## src/verilog/pfs_pkg.sv

```systemverilog
package pfs_pkg;

  // clock and timing
  localparam int unsigned CLOCK_NS = 8; // 125 MHz clock period
  localparam int unsigned FAULT_DELAY_NS = 6000; // nominal 6 us qualification
  localparam int unsigned FAULT_DELAY_CYC = FAULT_DELAY_NS / CLOCK_NS; // 750 cycles
  localparam int unsigned OT_DELAY_MS = 2; // overtemperature qualification
  localparam int unsigned OT_DELAY_CYC = (OT_DELAY_MS * 1000000) / CLOCK_NS; // 250000 cycles
  localparam int unsigned RETRY_MS = 130; // auto-retry period
  localparam int unsigned RETRY_CYC = (RETRY_MS * 1000000) / CLOCK_NS; // 16250000 cycles

  // register byte offsets
  localparam logic [7:0] REG_CTRL = 8'h00; // enable, restart, tracking enable
  localparam logic [7:0] REG_LATCH = 8'h04; // latching select per protection
  localparam logic [7:0] REG_THRESH = 8'h08; // threshold step selects
  localparam logic [7:0] REG_STATUS = 8'h0c; // live state, read only
  localparam logic [7:0] REG_IRQ_STATUS = 8'h10; // sticky events, read only
  localparam logic [7:0] REG_IRQ_CLEAR = 8'h14; // write one to clear, write only
  localparam logic [7:0] REG_IRQ_ENABLE = 8'h18; // interrupt enables

  // control bits
  localparam int unsigned CTRL_ENABLE = 0; // output enable request
  localparam int unsigned CTRL_RESTART = 1; // write one: restart after latched trip
  localparam int unsigned CTRL_TRACK_EN = 2; // tracking protection enable
  localparam logic CTRL_ENABLE_RST = 1'b1; // output on by default
  localparam logic CTRL_TRACK_EN_RST = 1'b0; // tracking off by default

  // protection index, shared by latch, cause and event bits
  localparam int unsigned NPROT = 5; // number of protections
  localparam int unsigned P_OC = 0; // overcurrent
  localparam int unsigned P_OV = 1; // overvoltage
  localparam int unsigned P_UV = 2; // undervoltage
  localparam int unsigned P_OT = 3; // overtemperature
  localparam int unsigned P_TRK = 4; // tracking
  localparam logic [4:0] LATCH_RST = 5'h00; // all non-latching by default
  localparam int unsigned EV_WARN = 5; // warning raised event
  localparam int unsigned EV_PG = 6; // power good change event
  localparam int unsigned NEV = 7; // number of interrupt events

  // threshold field layout and reset values
  localparam int unsigned TH_OC_LSB = 0; // [3:0] overcurrent step
  localparam int unsigned TH_OV_LSB = 4; // [5:4] overvoltage step
  localparam int unsigned TH_UV_LSB = 8; // [9:8] undervoltage step
  localparam int unsigned TH_PG_BIT = 12; // power good lower edge select
  localparam logic [3:0] TH_OC_RST = 4'ha; // 140 percent
  localparam logic [1:0] TH_OV_RST = 2'h2; // 130 percent
  localparam logic [1:0] TH_UV_RST = 2'h0; // 75 percent
  localparam logic TH_PG_RST = 1'b0; // 90 percent

  // status field layout
  localparam int unsigned ST_CAUSE_LSB = 0; // [4:0] last shutdown cause
  localparam int unsigned ST_WARN = 5; // overtemperature warning
  localparam int unsigned ST_PG = 6; // power good
  localparam int unsigned ST_STATE_LSB = 8; // [9:8] protection state

  // percentages and limits
  localparam logic [7:0] OC_PCT_MIN = 8'h28; // 40 percent
  localparam logic [7:0] OC_PCT_STEP = 8'h0a; // 10 percent
  localparam logic [3:0] OC_STEP_MAX = 4'ha; // 11 steps, 0..10
  localparam logic [7:0] OV_PCT_MIN = 8'h6e; // 110 percent
  localparam logic [7:0] OV_PCT_STEP = 8'h0a; // 10 percent
  localparam logic [1:0] OV_STEP_MAX = 2'h2; // 110, 120, 130
  localparam logic [7:0] UV_PCT_MIN = 8'h4b; // 75 percent
  localparam logic [7:0] UV_PCT_STEP = 8'h05; // 5 percent
  localparam logic [7:0] PG_LOW_PCT0 = 8'h5a; // 90 percent
  localparam logic [7:0] PG_LOW_PCT1 = 8'h5f; // 95 percent
  localparam logic [7:0] PG_HIGH_PCT = 8'h6e; // 110 percent
  localparam logic [7:0] PCT_SCALE = 8'h64; // 100 percent
  localparam logic [7:0] PERMILLE_TO_PCT = 8'h0a; // per-mille over percent
  localparam logic [31:0] OV_FLOOR_SCALED = 32'h000186a0; // 1000 mV times 100
  localparam logic [15:0] TRACK_LIMIT_MV = 16'h00fa; // 250 mV
  localparam logic [7:0] OT_OFF_C = 8'h78; // 120 C
  localparam logic [7:0] OT_ON_C = 8'h6e; // 110 C
  localparam logic [7:0] WARN_ON_C = 8'h78; // 120 C
  localparam logic [7:0] WARN_HYST_C = 8'h03; // 3 C

  // protection state
  typedef enum logic [1:0] {
    PFS_RUN,
    PFS_RETRY,
    PFS_LATCHED
  } pfs_state_t;

endpackage

```

## src/verilog/pfs_reg_if.sv

```systemverilog
`timescale 1ns/10ps
// register access strobes between bus slave and register file
interface pfs_reg_if;
  logic wrEn; // write strobe, one cycle
  logic [7:0] wrAddr; // write byte offset
  logic [31:0] wdata; // write data
  logic rdEn; // read strobe at address phase
  logic [7:0] rdAddr; // read byte offset
  logic [31:0] rdata; // read data, combinational

  modport slave (output wrEn, output wrAddr, output wdata, output rdEn, output rdAddr, input rdata);
  modport regs (input wrEn, input wrAddr, input wdata, input rdEn, input rdAddr, output rdata);
endinterface

```

## src/verilog/pfs_supervisor.sv

```systemverilog
// The AHB-Lite interface to the registers and the register offsets were left to the implementer.
`timescale 1ns/10ps
// fault supervisor for a step-down point-of-load converter
module pfs_supervisor #(
  parameter int unsigned OT_DELAY = pfs_pkg::OT_DELAY_CYC, // overtemperature qualification cycles
  parameter int unsigned RETRY_PERIOD = pfs_pkg::RETRY_CYC // auto-retry period cycles
) (
  input wire logic clock, // 125 MHz system clock
  input wire logic nrst, // async reset, active low
  input wire logic hsel, // ahb slave select
  input wire logic [31:0] haddr, // ahb byte address
  input wire logic [1:0] htrans, // ahb transfer type
  input wire logic hwrite, // ahb write
  input wire logic [2:0] hsize, // ahb size
  input wire logic [31:0] hwdata, // ahb write data
  input wire logic hready, // ahb bus ready
  output logic hreadyout, // ahb slave ready
  output logic [31:0] hrdata, // ahb read data
  output logic hresp, // ahb response
  input wire logic [15:0] voutMv, // measured output voltage, mV
  input wire logic [15:0] setpointMv, // output setpoint, mV
  input wire logic [15:0] ioutPermille, // output current, per-mille of rated
  input wire logic [7:0] tempC, // controller temperature, C
  input wire logic signed [15:0] trackErrMv, // tracking error, mV
  input wire logic rampUp, // output is ramping up
  output logic outputOn, // output allowed on
  output logic turnOffCmd, // one-cycle turn-off command
  output logic powerGoodOutput, // power good
  output logic overTempWarn, // overtemperature warning
  output logic irq // level interrupt
);

  pfs_reg_if regBus ();

  // configuration
  logic ctrlEnable; // output enable request
  logic ctrlTrackEn; // tracking protection enable
  logic restartPulse; // restart command strobe
  logic [pfs_pkg::NPROT-1:0] latchMode; // latching per protection
  logic [3:0] ocStep; // overcurrent step
  logic [1:0] ovStep; // overvoltage step
  logic [1:0] uvStep; // undervoltage step
  logic pgLowSel; // power good lower edge select
  logic [pfs_pkg::NEV-1:0] irqStatus; // sticky events
  logic [pfs_pkg::NEV-1:0] irqEnable; // interrupt enables

  // protection state
  pfs_pkg::pfs_state_t state; // protection state
  logic [31:0] retryCount; // retry wait counter
  logic [pfs_pkg::NPROT-1:0] cause; // last shutdown cause
  logic otBlock; // waiting for cool-down after overtemperature
  logic enablePrev; // previous enable for rising edge

  // comparisons
  logic [31:0] voutScaled; // vout times 100
  logic [31:0] ovLevel; // overvoltage level times 100
  logic ocCond; // overcurrent raw
  logic ovCond; // overvoltage raw
  logic uvCond; // undervoltage raw
  logic otCond; // overtemperature raw
  logic trkCond; // tracking raw
  logic warnCond; // warning raw
  logic inWindow; // vout inside power good window
  logic [pfs_pkg::NPROT-1:0] tripHit; // qualified trips
  logic warnHit; // qualified warning
  logic pgHit; // qualified window change
  logic tripNow; // trip taken this cycle
  logic [pfs_pkg::NEV-1:0] events; // interrupt events this cycle
  logic [pfs_pkg::NEV-1:0] irqClear; // clear strobe bits

  // value times percentage, wide enough for 16 by 8 bits
  function automatic logic [31:0] mulPct(input logic [15:0] v, input logic [7:0] p);
    mulPct = 32'(v) * 32'(p);
  endfunction

  // magnitude of a signed error
  function automatic logic [15:0] absMv(input logic signed [15:0] e);
    absMv = e[15] ? 16'(-e) : 16'(e);
  endfunction

  // overcurrent percent, clamped to the top step
  function automatic logic [7:0] ocPct(input logic [3:0] s);
    logic [3:0] c;
    c = (s > pfs_pkg::OC_STEP_MAX) ? pfs_pkg::OC_STEP_MAX : s;
    ocPct = 8'(pfs_pkg::OC_PCT_MIN + 8'(c) * pfs_pkg::OC_PCT_STEP);
  endfunction

  // overvoltage percent, clamped to the top step
  function automatic logic [7:0] ovPct(input logic [1:0] s);
    logic [1:0] c;
    c = (s > pfs_pkg::OV_STEP_MAX) ? pfs_pkg::OV_STEP_MAX : s;
    ovPct = 8'(pfs_pkg::OV_PCT_MIN + 8'(c) * pfs_pkg::OV_PCT_STEP);
  endfunction

  // bus slave
  pfs_ahb_slave ahbSlave (
    .clock(clock),
    .nrst(nrst),
    .hsel(hsel),
    .haddr(haddr),
    .htrans(htrans),
    .hwrite(hwrite),
    .hsize(hsize),
    .hwdata(hwdata),
    .hready(hready),
    .hreadyout(hreadyout),
    .hrdata(hrdata),
    .hresp(hresp),
    .bus(regBus)
  );

  // control register
  always_ff @(posedge clock or negedge nrst) begin
    if (!nrst) begin
      ctrlEnable <= pfs_pkg::CTRL_ENABLE_RST;
      ctrlTrackEn <= pfs_pkg::CTRL_TRACK_EN_RST;
      restartPulse <= 1'b0;
    end else begin
      restartPulse <= regBus.wrEn && (regBus.wrAddr == pfs_pkg::REG_CTRL) &&
                      regBus.wdata[pfs_pkg::CTRL_RESTART];
      if (regBus.wrEn && (regBus.wrAddr == pfs_pkg::REG_CTRL)) begin
        ctrlEnable <= regBus.wdata[pfs_pkg::CTRL_ENABLE];
        ctrlTrackEn <= regBus.wdata[pfs_pkg::CTRL_TRACK_EN];
      end
    end
  end

  // latching selects and thresholds
  always_ff @(posedge clock or negedge nrst) begin
    if (!nrst) begin
      latchMode <= pfs_pkg::LATCH_RST;
      ocStep <= pfs_pkg::TH_OC_RST;
      ovStep <= pfs_pkg::TH_OV_RST;
      uvStep <= pfs_pkg::TH_UV_RST;
      pgLowSel <= pfs_pkg::TH_PG_RST;
    end else if (regBus.wrEn) begin
      if (regBus.wrAddr == pfs_pkg::REG_LATCH) begin
        latchMode <= regBus.wdata[pfs_pkg::NPROT-1:0];
      end
      if (regBus.wrAddr == pfs_pkg::REG_THRESH) begin
        ocStep <= regBus.wdata[pfs_pkg::TH_OC_LSB +: 4];
        ovStep <= regBus.wdata[pfs_pkg::TH_OV_LSB +: 2];
        uvStep <= regBus.wdata[pfs_pkg::TH_UV_LSB +: 2];
        pgLowSel <= regBus.wdata[pfs_pkg::TH_PG_BIT];
      end
    end
  end

  // interrupt enable register
  always_ff @(posedge clock or negedge nrst) begin
    if (!nrst) begin
      irqEnable <= '0;
    end else if (regBus.wrEn && (regBus.wrAddr == pfs_pkg::REG_IRQ_ENABLE)) begin
      irqEnable <= regBus.wdata[pfs_pkg::NEV-1:0];
    end
  end

  // read multiplexer, unmapped and write-only offsets read zero
  always_comb begin
    regBus.rdata = 32'h00000000;
    case (regBus.rdAddr)
      pfs_pkg::REG_CTRL: begin
        regBus.rdata[pfs_pkg::CTRL_ENABLE] = ctrlEnable;
        regBus.rdata[pfs_pkg::CTRL_TRACK_EN] = ctrlTrackEn;
      end
      pfs_pkg::REG_LATCH: begin
        regBus.rdata[pfs_pkg::NPROT-1:0] = latchMode;
      end
      pfs_pkg::REG_THRESH: begin
        regBus.rdata[pfs_pkg::TH_OC_LSB +: 4] = ocStep;
        regBus.rdata[pfs_pkg::TH_OV_LSB +: 2] = ovStep;
        regBus.rdata[pfs_pkg::TH_UV_LSB +: 2] = uvStep;
        regBus.rdata[pfs_pkg::TH_PG_BIT] = pgLowSel;
      end
      pfs_pkg::REG_STATUS: begin
        regBus.rdata[pfs_pkg::ST_CAUSE_LSB +: pfs_pkg::NPROT] = cause;
        regBus.rdata[pfs_pkg::ST_WARN] = overTempWarn;
        regBus.rdata[pfs_pkg::ST_PG] = powerGoodOutput;
        regBus.rdata[pfs_pkg::ST_STATE_LSB +: 2] = state;
      end
      pfs_pkg::REG_IRQ_STATUS: begin
        regBus.rdata[pfs_pkg::NEV-1:0] = irqStatus;
      end
      pfs_pkg::REG_IRQ_ENABLE: begin
        regBus.rdata[pfs_pkg::NEV-1:0] = irqEnable;
      end
      default: begin
        regBus.rdata = 32'h00000000;
      end
    endcase
  end

  // raw fault conditions against the selected levels
  always_comb begin
    voutScaled = mulPct(voutMv, pfs_pkg::PCT_SCALE);
    ovLevel = mulPct(setpointMv, ovPct(ovStep));
    if (ovLevel < pfs_pkg::OV_FLOOR_SCALED) begin
      ovLevel = pfs_pkg::OV_FLOOR_SCALED;
    end
    // per-mille current against the percent level times ten
    ocCond = 32'(ioutPermille) > mulPct(16'(ocPct(ocStep)), pfs_pkg::PERMILLE_TO_PCT);
    ovCond = voutScaled > ovLevel;
    // undervoltage is masked while the output is off or ramping up, so a restart is not re-tripped
    uvCond = outputOn && !rampUp && (voutScaled <
             mulPct(setpointMv, 8'(pfs_pkg::UV_PCT_MIN + 8'(uvStep) * pfs_pkg::UV_PCT_STEP)));
    otCond = tempC >= pfs_pkg::OT_OFF_C;
    trkCond = ctrlTrackEn && rampUp && (absMv(trackErrMv) > pfs_pkg::TRACK_LIMIT_MV);
    warnCond = !overTempWarn && (tempC >= pfs_pkg::WARN_ON_C);
    inWindow = (voutScaled >= mulPct(setpointMv, pgLowSel ? pfs_pkg::PG_LOW_PCT1 : pfs_pkg::PG_LOW_PCT0)) &&
               (voutScaled <= mulPct(setpointMv, pfs_pkg::PG_HIGH_PCT));
  end

  // qualification delays
  pfs_delay_filter #(.LIMIT(pfs_pkg::FAULT_DELAY_CYC)) ocFilter (
    .clock(clock),
    .nrst(nrst),
    .cond(ocCond),
    .hit(tripHit[pfs_pkg::P_OC])
  );

  pfs_delay_filter #(.LIMIT(pfs_pkg::FAULT_DELAY_CYC)) ovFilter (
    .clock(clock),
    .nrst(nrst),
    .cond(ovCond),
    .hit(tripHit[pfs_pkg::P_OV])
  );

  pfs_delay_filter #(.LIMIT(pfs_pkg::FAULT_DELAY_CYC)) uvFilter (
    .clock(clock),
    .nrst(nrst),
    .cond(uvCond),
    .hit(tripHit[pfs_pkg::P_UV])
  );

  pfs_delay_filter #(.LIMIT(OT_DELAY)) otFilter (
    .clock(clock),
    .nrst(nrst),
    .cond(otCond),
    .hit(tripHit[pfs_pkg::P_OT])
  );

  pfs_delay_filter #(.LIMIT(pfs_pkg::FAULT_DELAY_CYC)) trkFilter (
    .clock(clock),
    .nrst(nrst),
    .cond(trkCond),
    .hit(tripHit[pfs_pkg::P_TRK])
  );

  pfs_delay_filter #(.LIMIT(pfs_pkg::FAULT_DELAY_CYC)) warnFilter (
    .clock(clock),
    .nrst(nrst),
    .cond(warnCond),
    .hit(warnHit)
  );

  pfs_delay_filter #(.LIMIT(pfs_pkg::FAULT_DELAY_CYC)) pgFilter (
    .clock(clock),
    .nrst(nrst),
    .cond(inWindow != powerGoodOutput),
    .hit(pgHit)
  );

  // a trip counts only while the output is on
  assign tripNow = (state == pfs_pkg::PFS_RUN) && ctrlEnable && (|tripHit);

  // protection state machine
  always_ff @(posedge clock or negedge nrst) begin
    if (!nrst) begin
      state <= pfs_pkg::PFS_RUN;
      retryCount <= 32'h00000000;
      cause <= '0;
    end else begin
      case (state)
        pfs_pkg::PFS_RUN: begin
          retryCount <= 32'h00000000;
          if (tripNow) begin
            cause <= tripHit;
            if (|(tripHit & latchMode)) begin
              state <= pfs_pkg::PFS_LATCHED;
            end else begin
              state <= pfs_pkg::PFS_RETRY;
            end
          end
        end
        pfs_pkg::PFS_RETRY: begin
          if (retryCount < RETRY_PERIOD - 1) begin
            retryCount <= retryCount + 32'h00000001;
          end else if (!otBlock) begin
            state <= pfs_pkg::PFS_RUN;
          end
        end
        pfs_pkg::PFS_LATCHED: begin
          // only an explicit restart or a fresh enable leaves this state
          if ((restartPulse || (ctrlEnable && !enablePrev)) && !otBlock) begin
            state <= pfs_pkg::PFS_RUN;
          end
        end
        default: begin
          state <= pfs_pkg::PFS_LATCHED;
        end
      endcase
    end
  end

  // overtemperature cool-down hold and enable edge
  always_ff @(posedge clock or negedge nrst) begin
    if (!nrst) begin
      otBlock <= 1'b0;
      enablePrev <= pfs_pkg::CTRL_ENABLE_RST;
    end else begin
      enablePrev <= ctrlEnable;
      if (tripNow && tripHit[pfs_pkg::P_OT]) begin
        otBlock <= 1'b1;
      end else if (tempC <= pfs_pkg::OT_ON_C) begin
        otBlock <= 1'b0;
      end
    end
  end

  // converter outputs
  always_ff @(posedge clock or negedge nrst) begin
    if (!nrst) begin
      outputOn <= 1'b0;
      turnOffCmd <= 1'b0;
    end else begin
      outputOn <= (state == pfs_pkg::PFS_RUN) && ctrlEnable && !tripNow;
      turnOffCmd <= tripNow;
    end
  end

  // warning with hysteresis and power good
  always_ff @(posedge clock or negedge nrst) begin
    if (!nrst) begin
      overTempWarn <= 1'b0;
      powerGoodOutput <= 1'b0;
    end else begin
      if (warnHit) begin
        overTempWarn <= 1'b1;
      end else if (tempC <= pfs_pkg::WARN_ON_C - pfs_pkg::WARN_HYST_C) begin
        overTempWarn <= 1'b0;
      end
      if (pgHit) begin
        powerGoodOutput <= inWindow;
      end
    end
  end

  // interrupt events
  always_comb begin
    events = '0;
    events[pfs_pkg::NPROT-1:0] = tripNow ? tripHit : '0;
    events[pfs_pkg::EV_WARN] = warnHit;
    events[pfs_pkg::EV_PG] = pgHit;
    irqClear = (regBus.wrEn && (regBus.wrAddr == pfs_pkg::REG_IRQ_CLEAR)) ? regBus.wdata[pfs_pkg::NEV-1:0] : '0;
  end

  // sticky status, a new event wins over a clear
  always_ff @(posedge clock or negedge nrst) begin
    if (!nrst) begin
      irqStatus <= '0;
      irq <= 1'b0;
    end else begin
      irqStatus <= (irqStatus & ~irqClear) | events;
      irq <= |(irqStatus & irqEnable);
    end
  end

endmodule

```

## src/verilog/pfs_delay_filter.sv

```systemverilog
`timescale 1ns/10ps
// qualifies a condition: hit goes high once cond has held LIMIT cycles
module pfs_delay_filter #(
  parameter int unsigned LIMIT = 750
) (
  input wire logic clock, // system clock
  input wire logic nrst, // async reset, active low
  input wire logic cond, // raw condition
  output logic hit // condition held long enough
);

  logic [31:0] count; // cycles cond has held, saturating

  // count while cond holds, restart when it drops
  always_ff @(posedge clock or negedge nrst) begin
    if (!nrst) begin
      count <= 32'h00000000;
    end else if (!cond) begin
      count <= 32'h00000000;
    end else if (count != LIMIT) begin
      count <= count + 32'h00000001;
    end
  end

  assign hit = cond && (count == LIMIT); // hold after saturation

endmodule

```

## src/verilog/pfs_ahb_slave.sv

```systemverilog
`timescale 1ns/10ps
// ahb-lite slave, zero wait states, always okay
module pfs_ahb_slave (
  input wire logic clock, // system clock
  input wire logic nrst, // async reset, active low
  input wire logic hsel, // slave select
  input wire logic [31:0] haddr, // byte address
  input wire logic [1:0] htrans, // transfer type
  input wire logic hwrite, // write when high
  input wire logic [2:0] hsize, // transfer size, word only
  input wire logic [31:0] hwdata, // write data
  input wire logic hready, // bus ready
  output logic hreadyout, // slave ready
  output logic [31:0] hrdata, // read data
  output logic hresp, // response, okay
  pfs_reg_if.slave bus // register strobes
);

  logic wrPend; // write data phase pending
  logic [7:0] wrAddrQ; // captured write offset
  logic take; // valid address phase

  // nonseq or seq, selected, with previous transfer done
  assign take = hsel && htrans[1] && hready && (hsize == 3'h2);

  // capture write address for the data phase
  always_ff @(posedge clock or negedge nrst) begin
    if (!nrst) begin
      wrPend <= 1'b0;
      wrAddrQ <= 8'h00;
    end else begin
      wrPend <= take && hwrite;
      if (take && hwrite) begin
        wrAddrQ <= haddr[7:0];
      end
    end
  end

  // read data registered at the address phase edge
  always_ff @(posedge clock or negedge nrst) begin
    if (!nrst) begin
      hrdata <= 32'h00000000;
    end else if (take && !hwrite) begin
      hrdata <= bus.rdata;
    end
  end

  assign bus.wrEn = wrPend;
  assign bus.wrAddr = wrAddrQ;
  assign bus.wdata = hwdata;
  assign bus.rdEn = take && !hwrite;
  assign bus.rdAddr = haddr[7:0];
  assign hreadyout = 1'b1;
  assign hresp = 1'b0;

endmodule

```

## config.mk

```make
export PLATFORM = sky130hd
export DESIGN_NAME = pfs_supervisor
export DESIGN_NICKNAME = d
export VERILOG_FILES = /design/src/verilog/pfs_pkg.sv /design/src/verilog/pfs_reg_if.sv /design/src/verilog/pfs_supervisor.sv /design/src/verilog/pfs_delay_filter.sv /design/src/verilog/pfs_ahb_slave.sv
export SDC_FILE = /design/constraint.sdc
export NUM_CORES = 2
export LEC_CHECK = 0
export ABC_AREA = 0
export BUFFER_PORTS_ARGS = -buffer_cell sky130_fd_sc_hd__clkbuf_2
export CAP_MARGIN = 30
export CORE_ASPECT_RATIO = 1.5
export CORE_UTILIZATION = 37
export DETAILED_ROUTE_END_ITERATION = 8
export GPL_TIMING_DRIVEN = 0
export HOLD_SLACK_MARGIN = 0.06
export SYNTH_ARGS = -nofsm -noshare
export SYNTH_HDL_FRONTEND = slang
export SYNTH_HIERARCHICAL = 1
export SYNTH_SLANG_ARGS = --single-unit
export TNS_END_PERCENT = 5
```

## constraint.sdc

```tcl
create_clock -name clock -period 8 [get_ports clock]
set_input_delay 0.8 -clock clock [delete_from_list [all_inputs] [get_ports clock]]
set_output_delay 0.8 -clock clock [all_outputs]
set_load 0.02 [all_outputs]
```

==> results.md <==
- Outcome: finished, violations left
- Failing checks: setup timing
- Max Freq: 0.124 GHz
- Final setup margin: -69.3 ps
- Endpoints failing setup: 2
- Worst R2R Start: ovStep[1]
- Final Critical Period: 8070 ps
- Initial antenna violation count: 8
- R2r endpoint: state[1]
- Period Utilization, post-route: 1.01
- Max stage delay cell, worst path: dfstp_2
- Syn Inst Count: 3,636
- Pleak: 17.7 nW
- Pwr Total: 0.00937 W
- Grt met2 use: 0.375
- All-Layer GR Usage: 0.201
- Detailed-route wire length per cell: 18.1 um
- RSZ-0062 raised after global routing: true
- Global-route wire length before repair: 147 mm
- Final hold violations: 0
- Largest net degree at the start of global routing: 109
- WP data arrival: 8480 ps
- Clock-pin slew on the worst setup and hold paths: 70 ps
- TritonCTS clock tree: built
- Hold buffers post-CTS: 0
- WL final: 92.1 mm
- DIE WIDTH: 248 um
- Post-Layout Cell Count: 5,080
- YS warnings: 6
- Largest stage delay, worst path: 570 ps
- Port-buffer cells: 126
- WS Path Type: flip-flop to flip-flop
- Starting DRT DRC Count: 1,274
- Met3 Use GR: 0.0188
- Routability Congestion: 0.885
- Layout cells sized above 1: 0.147
- R2r worst-path depth: 39
- Number of vias per cell: 5.46
- Total global routing overflow: 0
- Initial core utilization: 0.373
- Crit Path Max Fanout: 6
- CTS buffer count: 34
- Startpoint Class: flip-flop
- Sequential Area: 8570 um2
- Crit-path most repeated cell: fa_1
- DP HPWL: 70.8 mm
- # rows: 135
- Rel. slew slack: 0.266
- GR Util met1: 0.234
- Vias: 27,758
- Worst clock skew: 15.0 ps
- Clk_lat worst skew: 530 ps
- Synth-to-Final Area Change: 14.8%
- VDD IR-drop max: 0.000168 V
- Total die area: 92,200 um2
- H-Tree Depth: 2
- Nets: 4,650
- Worst-margin pin slew: 1090 ps
- Root Driver: clkbuf_16
- WHS: 207 ps
- Detail Route Antenna Nets: 0
- Setup TNS: -133 ps
- Dpl cells: 4,955
- Drt drc: 0
- CP required: 8410 ps
- Final core utilization: 0.428
- Worst R2R Setup Slack: -70 ps
- Num Clock Sinks: 342
- # fillers: 8,901
- Drt pass-1 iters: 5
- Synthesized cell area: 33,700 um2
- IO Pins: 186
- Gr busiest metal: met2
- Vias in the first global route: 28,009
- Max Cap Viol: 0
- Synthesized area per cell: 9.26 um2
- Multi-input logic area: 23,600 um2
- Final Max Slew Viols: 0
- Die H: 371 um
- Hold Path Class: input port to asynchronous set/reset pin
- Setup crit end kind: flip-flop
- Maximum buffer depth of the clock tree: 3
- PwrDens: 243 nW/um2
- Area of the core: 90,200 um2
-- through the flow --
step,setup slack (ps),area (um2)
after floorplan,3.62,33900
after global placement,-2640,36000
after detailed placement,-2530,36100
after CTS,-250,38400
after global routing,-318,38600
final,-69.3,38600
-- report_power, final --
group | switching (W) | total (W) | internal [W]
clock network | 0.000713 | 0.00167 | 0.000961
logic | 0.00325 | 0.00576 | 0.00251
registers | 0.000116 | 0.00194 | 0.00182
total | 0.00408 | 0.00937 | 0.00530
-- area by class of cell --
type,instances,share of cell area
diodes,1,0.0000648
plain buffers,129,0.0215
clock buffers,46,0.0253
clock inverters,14,0.00414
inverters,410,0.0413
multi-input cells,2772,0.611
flip-flops and latches,342,0.222
well taps,1164,0.0377
repair buffers,202,0.0377
-- state kept, by name, summed over array words and instances, names as in the netlist, 5 cells and up --
signal,flops
ahbSlave/hrdata,32
ocFilter/count,32
otFilter/count,32
ovFilter/count,32
pgFilter/count,32
retryCount,32
trkFilter/count,32
uvFilter/count,32
warnFilter/count,32
ahbSlave/bus.wrAddr,8
irqEnable,7
irqStatus,7
cause,5
latchMode,5
-- placed cells by master (no fill, tap or decap), drive strengths merged, types with 99 or more instances in the layout --
cell    count
a21oi     227
buf       146
clkbuf    231
dfrtp     337
fa        218
ha        394
inv       400
nand2     233
nand3      99
nor2      205
nor3      103
o21ai     128
xnor2     110
-- worst max path at each step --
stage                  start        to  slack (ps)
6_report           ovStep[1]  state[1]         -70
5_1_grt            ovStep[1]  state[1]        -320
4_1_cts            ovStep[1]  state[1]        -250
3_5_place_dp       uvStep[0]  state[1]       -2530
3_3_place_gp       uvStep[0]  state[0]       -2640
2_1_floorplan  setpointMv[5]  state[0]           4
-- layer usage --
metal | routed length [um] | up-vias
met5 | 89 | -
met4 | 3670 | 12
met3 | 3550 | 177
met2 | 48300 | 567
met1 | 36600 | 13656
li1 | - | 13346
-- what timing repair did --
action | CTS | global route
endpoints found under the setup margin | 110 | 54
gates resized for setup | 160 | 53
pin swaps | 83 | 33
cloned | 3 | 0
buffers inserted | 58 | 8
-- critical path, delay by kind of cell (launching register included) --
family,cells,cell delay (ps)
simple gates,12,1650
buf+inv,8,840
flops,1,570
mux,1,330
fa+ha+maj,6,2560
compound gates,12,1990
Note: power is estimated with default switching activity, not from simulation.
